**config.mk**
```make
export PLATFORM = sky130hd
export DESIGN_NAME = flash_host_ctrl
export DESIGN_NICKNAME = d
export VERILOG_FILES = /design/src/verilog/flash_host_pkg.sv /design/src/verilog/flash_host_ctrl.sv
export SDC_FILE = /design/constraint.sdc
export NUM_CORES = 1
export LEC_CHECK = 0
export ABC_AREA = 1
export BUFFER_PORTS_ARGS = -buffer_cell sky130_fd_sc_hd__buf_2
export CAP_MARGIN = 20
export CORE_MARGIN = 5
export CORE_UTILIZATION = 24
export DETAILED_ROUTE_END_ITERATION = 10
export GPL_ROUTABILITY_DRIVEN = 0
export PLACE_DENSITY = 0.42
export SLEW_MARGIN = 10
export SYNTH_ARGS = -nofsm -noshare
export SYNTH_HDL_FRONTEND = slang
export SYNTH_SLANG_ARGS = --single-unit
```
**constraint.sdc**
```tcl
create_clock -name pclk -period 2.3 [get_ports pclk]
set_input_delay 0.115 -clock pclk [delete_from_list [all_inputs] [get_ports pclk]]
set_output_delay 0.115 -clock pclk [all_outputs]
set_load 0.02 [all_outputs]
```
**src/verilog/flash_host_pkg.sv**
```systemverilog
// package: command codes, register map and types for the flash host controller
package flash_host_pkg;
    localparam int ADDR_W = 20;
    localparam int DATA_W = 16;
    // command codes
    localparam logic [7:0] CMD_READ_ARRAY = 8'hFF;
    localparam logic [7:0] CMD_READ_ID = 8'h90;
    localparam logic [7:0] CMD_READ_STATUS = 8'h70;
    localparam logic [7:0] CMD_CLEAR_STATUS = 8'h50;
    localparam logic [7:0] CMD_BLOCK_ERASE = 8'h20;
    localparam logic [7:0] CMD_CHIP_ERASE = 8'h30;
    localparam logic [7:0] CMD_WRITE_40 = 8'h40;
    localparam logic [7:0] CMD_WRITE_10 = 8'h10;
    localparam logic [7:0] CMD_SUSPEND = 8'hB0;
    localparam logic [7:0] CMD_CONFIRM = 8'hD0;
    localparam logic [7:0] CMD_LOCK_SETUP = 8'h60;
    localparam logic [7:0] CMD_LOCK_BLOCK = 8'h01;
    localparam logic [7:0] CMD_LOCK_PERM = 8'hF1;
    localparam logic [7:0] CMD_OTP = 8'hC0;
    // operation codes written to the control register
    localparam logic [3:0] OP_READ_ARRAY = 4'h0;
    localparam logic [3:0] OP_READ_ID = 4'h1;
    localparam logic [3:0] OP_READ_STATUS = 4'h2;
    localparam logic [3:0] OP_CLEAR_STATUS = 4'h3;
    localparam logic [3:0] OP_BLOCK_ERASE = 4'h4;
    localparam logic [3:0] OP_CHIP_ERASE = 4'h5;
    localparam logic [3:0] OP_WORD_WRITE = 4'h6;
    localparam logic [3:0] OP_SUSPEND = 4'h7;
    localparam logic [3:0] OP_RESUME = 4'h8;
    localparam logic [3:0] OP_LOCK_BLOCK = 4'h9;
    localparam logic [3:0] OP_UNLOCK_ALL = 4'hA;
    localparam logic [3:0] OP_LOCK_PERM = 4'hB;
    localparam logic [3:0] OP_OTP = 4'hC;
    localparam logic [3:0] OP_READ = 4'hD;
    // apb register byte offsets
    localparam logic [7:0] REG_CTRL = 8'h00;
    localparam logic [7:0] REG_ADDR = 8'h04;
    localparam logic [7:0] REG_WDATA = 8'h08;
    localparam logic [7:0] REG_RDATA = 8'h0C;
    localparam logic [7:0] REG_STAT = 8'h10;
    // control register fields
    localparam int CTRL_OP_LSB = 0;
    localparam int CTRL_GO_BIT = 8;
    localparam int CTRL_RST_BIT = 9;
    localparam int CTRL_WP_BIT = 10;
    // status register fields
    localparam int STAT_BUSY_BIT = 0;
    localparam int STAT_RB_BIT = 1;
    // timing in ns, rounded up to whole cycles of pclk
    localparam int CLK_PERIOD_NS = 5;
    localparam int STROBE_NS = 60;
    localparam int RESET_NS = 100;
    localparam int GAP_NS = 30;
    localparam int STROBE_CYC = (STROBE_NS + CLK_PERIOD_NS - 1) / CLK_PERIOD_NS;
    localparam int RESET_CYC = (RESET_NS + CLK_PERIOD_NS - 1) / CLK_PERIOD_NS;
    localparam int GAP_CYC = (GAP_NS + CLK_PERIOD_NS - 1) / CLK_PERIOD_NS;
    localparam int CNT_W = 6;

    typedef struct packed {
        logic ce_n;
        logic oe_n;
        logic we_n;
        logic rp_n;
        logic wp_n;
    } strobe_s;

    typedef enum logic [2:0] {
        ST_IDLE = 3'b000,
        ST_SETUP = 3'b001,
        ST_STROBE = 3'b011,
        ST_GAP = 3'b010,
        ST_RESET = 3'b110
    } bus_state_e;
endpackage : flash_host_pkg

```
**src/verilog/flash_host_ctrl.sv**
```systemverilog
// flash host controller: apb registers to flash command bus cycles
`timescale 1ns/100ps
module flash_host_ctrl (
    // apb slave
    input wire logic pclk,
    input wire logic presetn,
    input wire logic psel,
    input wire logic penable,
    input wire logic pwrite,
    input wire logic [7:0] paddr,
    input wire logic [31:0] pwdata,
    output logic [31:0] prdata,
    output logic pready,
    output logic pslverr,
    // flash control pins
    output flash_host_pkg::strobe_s strobe_out,
    output logic [flash_host_pkg::ADDR_W-1:0] flash_addr,
    // flash data pins
    input wire logic [flash_host_pkg::DATA_W-1:0] dq_in,
    output logic [flash_host_pkg::DATA_W-1:0] dq_out,
    output logic dq_oe,
    // flash ready/busy, open drain
    input wire logic ready_busy_n
);
    import flash_host_pkg::*;

    // registers
    bus_state_e state_ff, nxt_state;
    strobe_s strobe_ff, nxt_strobe;
    logic [ADDR_W-1:0] addr_ff, nxt_addr;
    logic [DATA_W-1:0] dout_ff, nxt_dout;
    logic dq_oe_ff, nxt_dq_oe;
    logic [DATA_W-1:0] rdata_ff, nxt_rdata;
    logic [ADDR_W-1:0] areg_ff, nxt_areg;
    logic [DATA_W-1:0] wreg_ff, nxt_wreg;
    logic [3:0] op_ff, nxt_op;
    logic wp_ff, nxt_wp;
    logic cyc2_ff, nxt_cyc2;
    logic is_read_ff, nxt_is_read;
    logic [CNT_W-1:0] cnt_ff, nxt_cnt;
    logic [31:0] prdata_ff, nxt_prdata;
    logic pready_ff, nxt_pready;
    logic pslverr_ff, nxt_pslverr;
    logic [2:0] rb_sync_ff, nxt_rb_sync;
    logic rb_ff, nxt_rb;

    logic apb_go;
    logic apb_wr;
    logic [7:0] first_code;
    logic two_cycle;
    logic [DATA_W-1:0] second_data;

    assign apb_go = psel && !penable && !pready_ff;
    assign apb_wr = psel && penable && pready_ff && pwrite;

    // first and second cycle of each operation
    always_comb begin
        first_code = CMD_READ_ARRAY;
        two_cycle = 1'b0;
        second_data = wreg_ff;
        unique case (op_ff)
            OP_READ_ARRAY: first_code = CMD_READ_ARRAY;
            OP_READ_ID: first_code = CMD_READ_ID;
            OP_READ_STATUS: first_code = CMD_READ_STATUS;
            OP_CLEAR_STATUS: first_code = CMD_CLEAR_STATUS;
            OP_BLOCK_ERASE: begin
                first_code = CMD_BLOCK_ERASE;
                two_cycle = 1'b1;
                second_data = {{(DATA_W-8){1'b0}}, CMD_CONFIRM};
            end
            OP_CHIP_ERASE: begin
                first_code = CMD_CHIP_ERASE;
                two_cycle = 1'b1;
                second_data = {{(DATA_W-8){1'b0}}, CMD_CONFIRM};
            end
            OP_WORD_WRITE: begin
                first_code = CMD_WRITE_40;
                two_cycle = 1'b1;
            end
            OP_SUSPEND: first_code = CMD_SUSPEND;
            OP_RESUME: first_code = CMD_CONFIRM;
            OP_LOCK_BLOCK: begin
                first_code = CMD_LOCK_SETUP;
                two_cycle = 1'b1;
                second_data = {{(DATA_W-8){1'b0}}, CMD_LOCK_BLOCK};
            end
            OP_UNLOCK_ALL: begin
                first_code = CMD_LOCK_SETUP;
                two_cycle = 1'b1;
                second_data = {{(DATA_W-8){1'b0}}, CMD_CONFIRM};
            end
            OP_LOCK_PERM: begin
                first_code = CMD_LOCK_SETUP;
                two_cycle = 1'b1;
                second_data = {{(DATA_W-8){1'b0}}, CMD_LOCK_PERM};
            end
            OP_OTP: begin
                first_code = CMD_OTP;
                two_cycle = 1'b1;
            end
            default: first_code = CMD_READ_ARRAY;
        endcase
    end

    // apb, registers and bus cycle sequencer
    always_comb begin
        nxt_state = state_ff;
        nxt_strobe = strobe_ff;
        nxt_addr = addr_ff;
        nxt_dout = dout_ff;
        nxt_dq_oe = dq_oe_ff;
        nxt_rdata = rdata_ff;
        nxt_areg = areg_ff;
        nxt_wreg = wreg_ff;
        nxt_op = op_ff;
        nxt_wp = wp_ff;
        nxt_cyc2 = cyc2_ff;
        nxt_is_read = is_read_ff;
        nxt_cnt = cnt_ff;
        nxt_prdata = prdata_ff;
        nxt_pready = 1'b0;
        nxt_pslverr = 1'b0;
        nxt_rb_sync = {rb_sync_ff[1:0], ready_busy_n};
        nxt_rb = (rb_sync_ff[2] == rb_sync_ff[1]) ? rb_sync_ff[2] : rb_ff;
        nxt_strobe.wp_n = wp_ff;
        if (apb_go) begin
            nxt_pready = 1'b1;
            if (pwrite) begin
                unique case (paddr)
                    REG_CTRL, REG_ADDR, REG_WDATA: nxt_pslverr = 1'b0;
                    default: nxt_pslverr = 1'b1;
                endcase
            end else begin
                unique case (paddr)
                    REG_CTRL: nxt_prdata = 32'({wp_ff, 6'h00, op_ff}) << CTRL_OP_LSB;
                    REG_ADDR: nxt_prdata = 32'(areg_ff);
                    REG_WDATA: nxt_prdata = 32'(wreg_ff);
                    REG_RDATA: nxt_prdata = 32'(rdata_ff);
                    REG_STAT: nxt_prdata = 32'({rb_ff, state_ff != ST_IDLE});
                    default: begin
                        nxt_prdata = 32'h0000_0000;
                        nxt_pslverr = 1'b1;
                    end
                endcase
            end
        end
        // writes land at the access edge, where pready is sampled high
        if (apb_wr) begin
            unique case (paddr)
                REG_CTRL: begin
                    nxt_wp = pwdata[CTRL_WP_BIT];
                    // op stays put while a cycle is running
                    if (state_ff == ST_IDLE) begin
                        nxt_op = pwdata[CTRL_OP_LSB +: 4];
                    end
                    if (state_ff == ST_IDLE && pwdata[CTRL_RST_BIT]) begin
                        nxt_state = ST_RESET;
                        nxt_strobe.rp_n = 1'b0;
                        nxt_cnt = CNT_W'(RESET_CYC);
                        // no stray second cycle after the pulse
                        nxt_cyc2 = 1'b1;
                    end else if (state_ff == ST_IDLE && pwdata[CTRL_GO_BIT]) begin
                        nxt_state = ST_SETUP;
                        nxt_cyc2 = 1'b0;
                        nxt_is_read = (pwdata[CTRL_OP_LSB +: 4] == OP_READ);
                    end
                end
                REG_ADDR: nxt_areg = pwdata[ADDR_W-1:0];
                REG_WDATA: nxt_wreg = pwdata[DATA_W-1:0];
                default: begin
                end
            endcase
        end
        unique case (state_ff)
            ST_IDLE: begin
            end
            ST_SETUP: begin
                nxt_strobe.ce_n = 1'b0;
                nxt_cnt = CNT_W'(STROBE_CYC);
                nxt_state = ST_STROBE;
                if (is_read_ff) begin
                    nxt_addr = areg_ff;
                    nxt_dq_oe = 1'b0;
                    nxt_strobe.we_n = 1'b1;
                    nxt_strobe.oe_n = 1'b0;
                end else begin
                    nxt_addr = areg_ff;
                    nxt_dout = cyc2_ff ? second_data : {{(DATA_W-8){1'b0}}, first_code};
                    nxt_dq_oe = 1'b1;
                    nxt_strobe.oe_n = 1'b1;
                    nxt_strobe.we_n = 1'b0;
                end
            end
            ST_STROBE: begin
                if (cnt_ff == CNT_W'(1)) begin
                    // both strobes rise together so either latch edge sees stable data
                    nxt_strobe.ce_n = 1'b1;
                    nxt_strobe.we_n = 1'b1;
                    nxt_strobe.oe_n = 1'b1;
                    if (is_read_ff) begin
                        nxt_rdata = dq_in;
                    end
                    nxt_cnt = CNT_W'(GAP_CYC);
                    nxt_state = ST_GAP;
                end else begin
                    nxt_cnt = cnt_ff - CNT_W'(1);
                end
            end
            ST_GAP: begin
                nxt_dq_oe = 1'b0;
                if (cnt_ff == CNT_W'(1)) begin
                    if (two_cycle && !cyc2_ff && !is_read_ff) begin
                        nxt_cyc2 = 1'b1;
                        nxt_state = ST_SETUP;
                    end else begin
                        nxt_state = ST_IDLE;
                    end
                end else begin
                    nxt_cnt = cnt_ff - CNT_W'(1);
                end
            end
            ST_RESET: begin
                if (cnt_ff == CNT_W'(1)) begin
                    nxt_strobe.rp_n = 1'b1;
                    nxt_cnt = CNT_W'(GAP_CYC);
                    nxt_state = ST_GAP;
                end else begin
                    nxt_cnt = cnt_ff - CNT_W'(1);
                end
            end
            default: nxt_state = ST_IDLE;
        endcase
    end

    always_ff @(posedge pclk or negedge presetn) begin
        if (!presetn) begin
            state_ff <= ST_IDLE;
            strobe_ff <= '{ce_n: 1'b1, oe_n: 1'b1, we_n: 1'b1, rp_n: 1'b1, wp_n: 1'b0};
            addr_ff <= '0;
            dout_ff <= '0;
            dq_oe_ff <= 1'b0;
            rdata_ff <= '0;
            areg_ff <= '0;
            wreg_ff <= '0;
            op_ff <= OP_READ_ARRAY;
            wp_ff <= 1'b0;
            cyc2_ff <= 1'b0;
            is_read_ff <= 1'b0;
            cnt_ff <= '0;
            prdata_ff <= 32'h0000_0000;
            pready_ff <= 1'b0;
            pslverr_ff <= 1'b0;
            rb_sync_ff <= 3'h7;
            rb_ff <= 1'b1;
        end else begin
            state_ff <= nxt_state;
            strobe_ff <= nxt_strobe;
            addr_ff <= nxt_addr;
            dout_ff <= nxt_dout;
            dq_oe_ff <= nxt_dq_oe;
            rdata_ff <= nxt_rdata;
            areg_ff <= nxt_areg;
            wreg_ff <= nxt_wreg;
            op_ff <= nxt_op;
            wp_ff <= nxt_wp;
            cyc2_ff <= nxt_cyc2;
            is_read_ff <= nxt_is_read;
            cnt_ff <= nxt_cnt;
            prdata_ff <= nxt_prdata;
            pready_ff <= nxt_pready;
            pslverr_ff <= nxt_pslverr;
            rb_sync_ff <= nxt_rb_sync;
            rb_ff <= nxt_rb;
        end
    end

    assign strobe_out = strobe_ff;
    assign flash_addr = addr_ff;
    assign dq_out = dout_ff;
    assign dq_oe = dq_oe_ff;
    assign prdata = prdata_ff;
    assign pready = pready_ff;
    assign pslverr = pslverr_ff;
endmodule : flash_host_ctrl

```
==> flow_metrics.env <==
export IMPL_timing_rr_start="cnt_ff[1]"
export IMPL_reg2reg_to="rdata_ff[1]"
export IMPL_path_clk_slew_ns=0.07
export IMPL_yosys_cell_types_count=42
export IMPL_die_h_um=174
export IMPL_grt_usage_pct=13.0
export IMPL_ant_nets=0
export IMPL_holdPathEnd="pslverr"
export IMPL_slew_headroom_pct=61.1
export IMPL_min_period_ns=1.64
export IMPL_cp_max_fo=32
export IMPL_fmax_mhz=611
export IMPL_gr_total_overflow=0
export IMPL_viasPerCell=4.19
export IMPL_hold_start="psel"
export IMPL_slew_viol_final=0
export IMPL_worst_slew_pin_transition_ns=0.583
export IMPL_cts_max_level=4
export IMPL_area_delta_synth_final_pct=29.5
export IMPL_rsz0062_at_grt="false"
export IMPL_reg2reg_depth=8
export IMPL_cp_start_kind="flop"
export IMPL_hpwl_um=14100
export IMPL_synthTopCellsByArea="dfrtp_1 (49%), nand2_1 (12%), inv_1 (4.5%)"
export IMPL_setup_viol=0
export IMPL_power_density_nw_per_um2=656
export IMPL_ir_drop_mv=0.478
export IMPL_cap_violations=0
export IMPL_synth_warning_count=0
export IMPL_hold_ws_ns=0.0916
export IMPL_post_place_ws_ns=0.672
export IMPL_power_leakage_nw=4.30
export IMPL_syn_area_um2=6480
export IMPL_cts_tree="yes"
export IMPL_clockBufferDepth=2
export IMPL_yosys_area_top_type="dfrtp_1"
export IMPL_post_cts_resize_count=0
export IMPL_finalPower_mw=5.51
export IMPL_layout_nets=961
export IMPL_min_path_cells=4
export IMPL_synth_area_per_cell_um2=8.76
export IMPL_num_vias=5244
export IMPL_ys_ff_latch=136
export IMPL_synth_main_ff_cell="dfrtp_1"
export IMPL_async_flop_share_pct=100
export IMPL_r2r_slack_ns=0.66
export IMPL_wire_per_inst_um=15.2
export IMPL_skew_ns=0.00883
export IMPL_dieArea_um2=30400
export IMPL_ys_seq_area_share_pct=52.6
export IMPL_hold_path_class="in2reg"
export IMPL_diodes=0
export IMPL_hold_violations=0
export IMPL_worst_ep_required_time_ns=2.59
export IMPL_fin_tns_setup_ns=0
export IMPL_numClockSinks=136
export IMPL_clk_latency_ns=0.42
export IMPL_io_buffers=113
export IMPL_syn_inst=740
export IMPL_cts_buffers_inserted=17
export IMPL_rows=60
export IMPL_firstDrtPassIters=5
export IMPL_crit_arrival_ns=1.93
export IMPL_cts_root_buf="clkbuf_16"
export IMPL_grt_pass1_vias=5393
export IMPL_path_class="reg2reg"
export IMPL_fin_ws_ns=0.662
export IMPL_post_cts_buffers=0
export IMPL_antenna_found_initial=0
export IMPL_grt_pass1_wl_um=30800
export IMPL_synth_top_area_share_pct=49.4
export IMPL_drc=0
export IMPL_floorplan_initialDensity_pct=24.2
export IMPL_pin_count=138
export IMPL_drive_gt1_share_pct=26.7
export IMPL_endpoint_kind="flop"
export IMPL_fp_dieW_um=174
export IMPL_min_period_over_period_pct=71.2
export IMPL_outcome="finished clean"
export IMPL_synth_edf_count=0
export IMPL_routed_wl_um=19100
export IMPL_drt_iter0_drc=277
export IMPL_core_area_um2=26800
export IMPL_grt_start_max_net_pins=45
==> flip-flops by register name (all words and copies together), names as in the netlist, 4 cells and up <==
name / cells
areg_ff: 20
cnt_ff: 6
dq_out: 16
flash_addr: 20
op_ff: 4
prdata: 20
rdata_ff: 16
strobe_out: 5
wreg_ff: 16
==> logic make-up after synthesis <==
logic type / after synthesis / synth area share [%]
other: 1 / 0.0578
buffers and inverters: 126 / 9.13
DFF: 136 / 52.6
xor gates and xnor gates: 3 / 0.405
and+or+nand+nor: 338 / 23.8
AOI/OAI and AO/OA: 133 / 13.4
adders and majority gates: 3 / 0.540
==> cells in the final DEF (no fill, tap or decap), types with 6 or more instances in the layout <==
| cell | count |
|---|---|
| clkbuf_16 | 17 |
| conb_1 | 12 |
| nand4_1 | 8 |
| o211ai_2 | 8 |
| a21oi_1 | 14 |
| dfrtp_1 | 128 |
| nand2_1 | 202 |
| inv_2 | 8 |
| buf_4 | 9 |
| dfstp_2 | 8 |
| nand3_1 | 55 |
| inv_1 | 77 |
| clkinv_4 | 6 |
| dlygate4sd3_1 | 41 |
| buf_2 | 112 |
| nor2_2 | 10 |
| nor2_1 | 39 |
| o21ai_0 | 47 |
| o21ai_2 | 29 |
| o21ai_1 | 21 |
==> cells in the mapped netlist, types with 5 or more instances <==
master and n:
buf_6 5, nor2_1 39, a21oi_1 14, inv_1 77
inv_2 8, dfstp_2 8, o211ai_2 8, nand2_2 5
o21ai_2 29, nor2_2 10, buf_2 12, dfrtp_1 128
o21ai_1 21, nand3_1 55, nand2_1 202, o21ai_0 47
buf_4 17, nand4_1 8, o31ai_1 5, nor2_4 5
==> worst max-delay path by stage <==
stage,from,end,slack (ns),cells after the start
after floorplan,pready,areg_ff[16],0.90,6
after global placement,state_ff[2],cnt_ff[3],0.66,6
after detailed placement,cnt_ff[1],rdata_ff[1],0.67,8
after CTS,cnt_ff[1],rdata_ff[1],0.64,8
after global routing,cnt_ff[1],rdata_ff[1],0.45,8
final,cnt_ff[1],rdata_ff[1],0.66,8
==> metrics by stage <==
step | std cells | area [um2] | utilization, %
3_3_place_gp | 1178 | 7390 | 27.6
3_5_place_dp | 1178 | 7390 | 27.6
2_1_floorplan | 751 | 6530 | -
5_1_grt | 1251 | 8400 | 31.3
6_report | 1251 | 8400 | 31.3
4_1_cts | 1251 | 8400 | 31.3
==> cell type report <==
class,instances,area [um2]
fillers,2841,18400
flip-flops and latches,136,3410
multi-input cells,489,2520
repair buffers,166,1110
clock buffers,19,453
well taps,341,427
inverters,87,329
clock inverters,13,146
==> routing by layer <==
metal / wire length [um] / up-vias / track usage [%] / share of wire [%]
met4: 179 / 0 / 3.79 / 0.94
met5: 0 / - / 0 / 0
met2: 8740 / 102 / 20.4 / 46
li1: - / 2686 / - / -
met1: 9330 / 2446 / 17.8 / 49
met3: 802 / 10 / 3.02 / 4.2
==> report_power, final <==
group	total (mW)	switching [mW]	internal, mW
logic	0.308	0.185	0.123
registers	2.43	0.0113	2.42
clock network	2.77	1.11	1.66
total	5.51	1.30	4.21
==> timing repair <==
item,4_1_cts,5_1_grt
hold buffers,41,0
setup endpoints to repair,0,0
hold endpoints to repair,97,0
==> critical path: stages, from the launching register on <==
cell     delay [ns]
dfrtp_1        0.36
inv_1          0.12
ha_1           0.20
nand2_1        0.07
nor2_2         0.20
nand3_2        0.12
buf_4          0.25
nor2_1         0.13
a21oi_1        0.05
No activity file was read; power rests on OpenSTA's default activity.
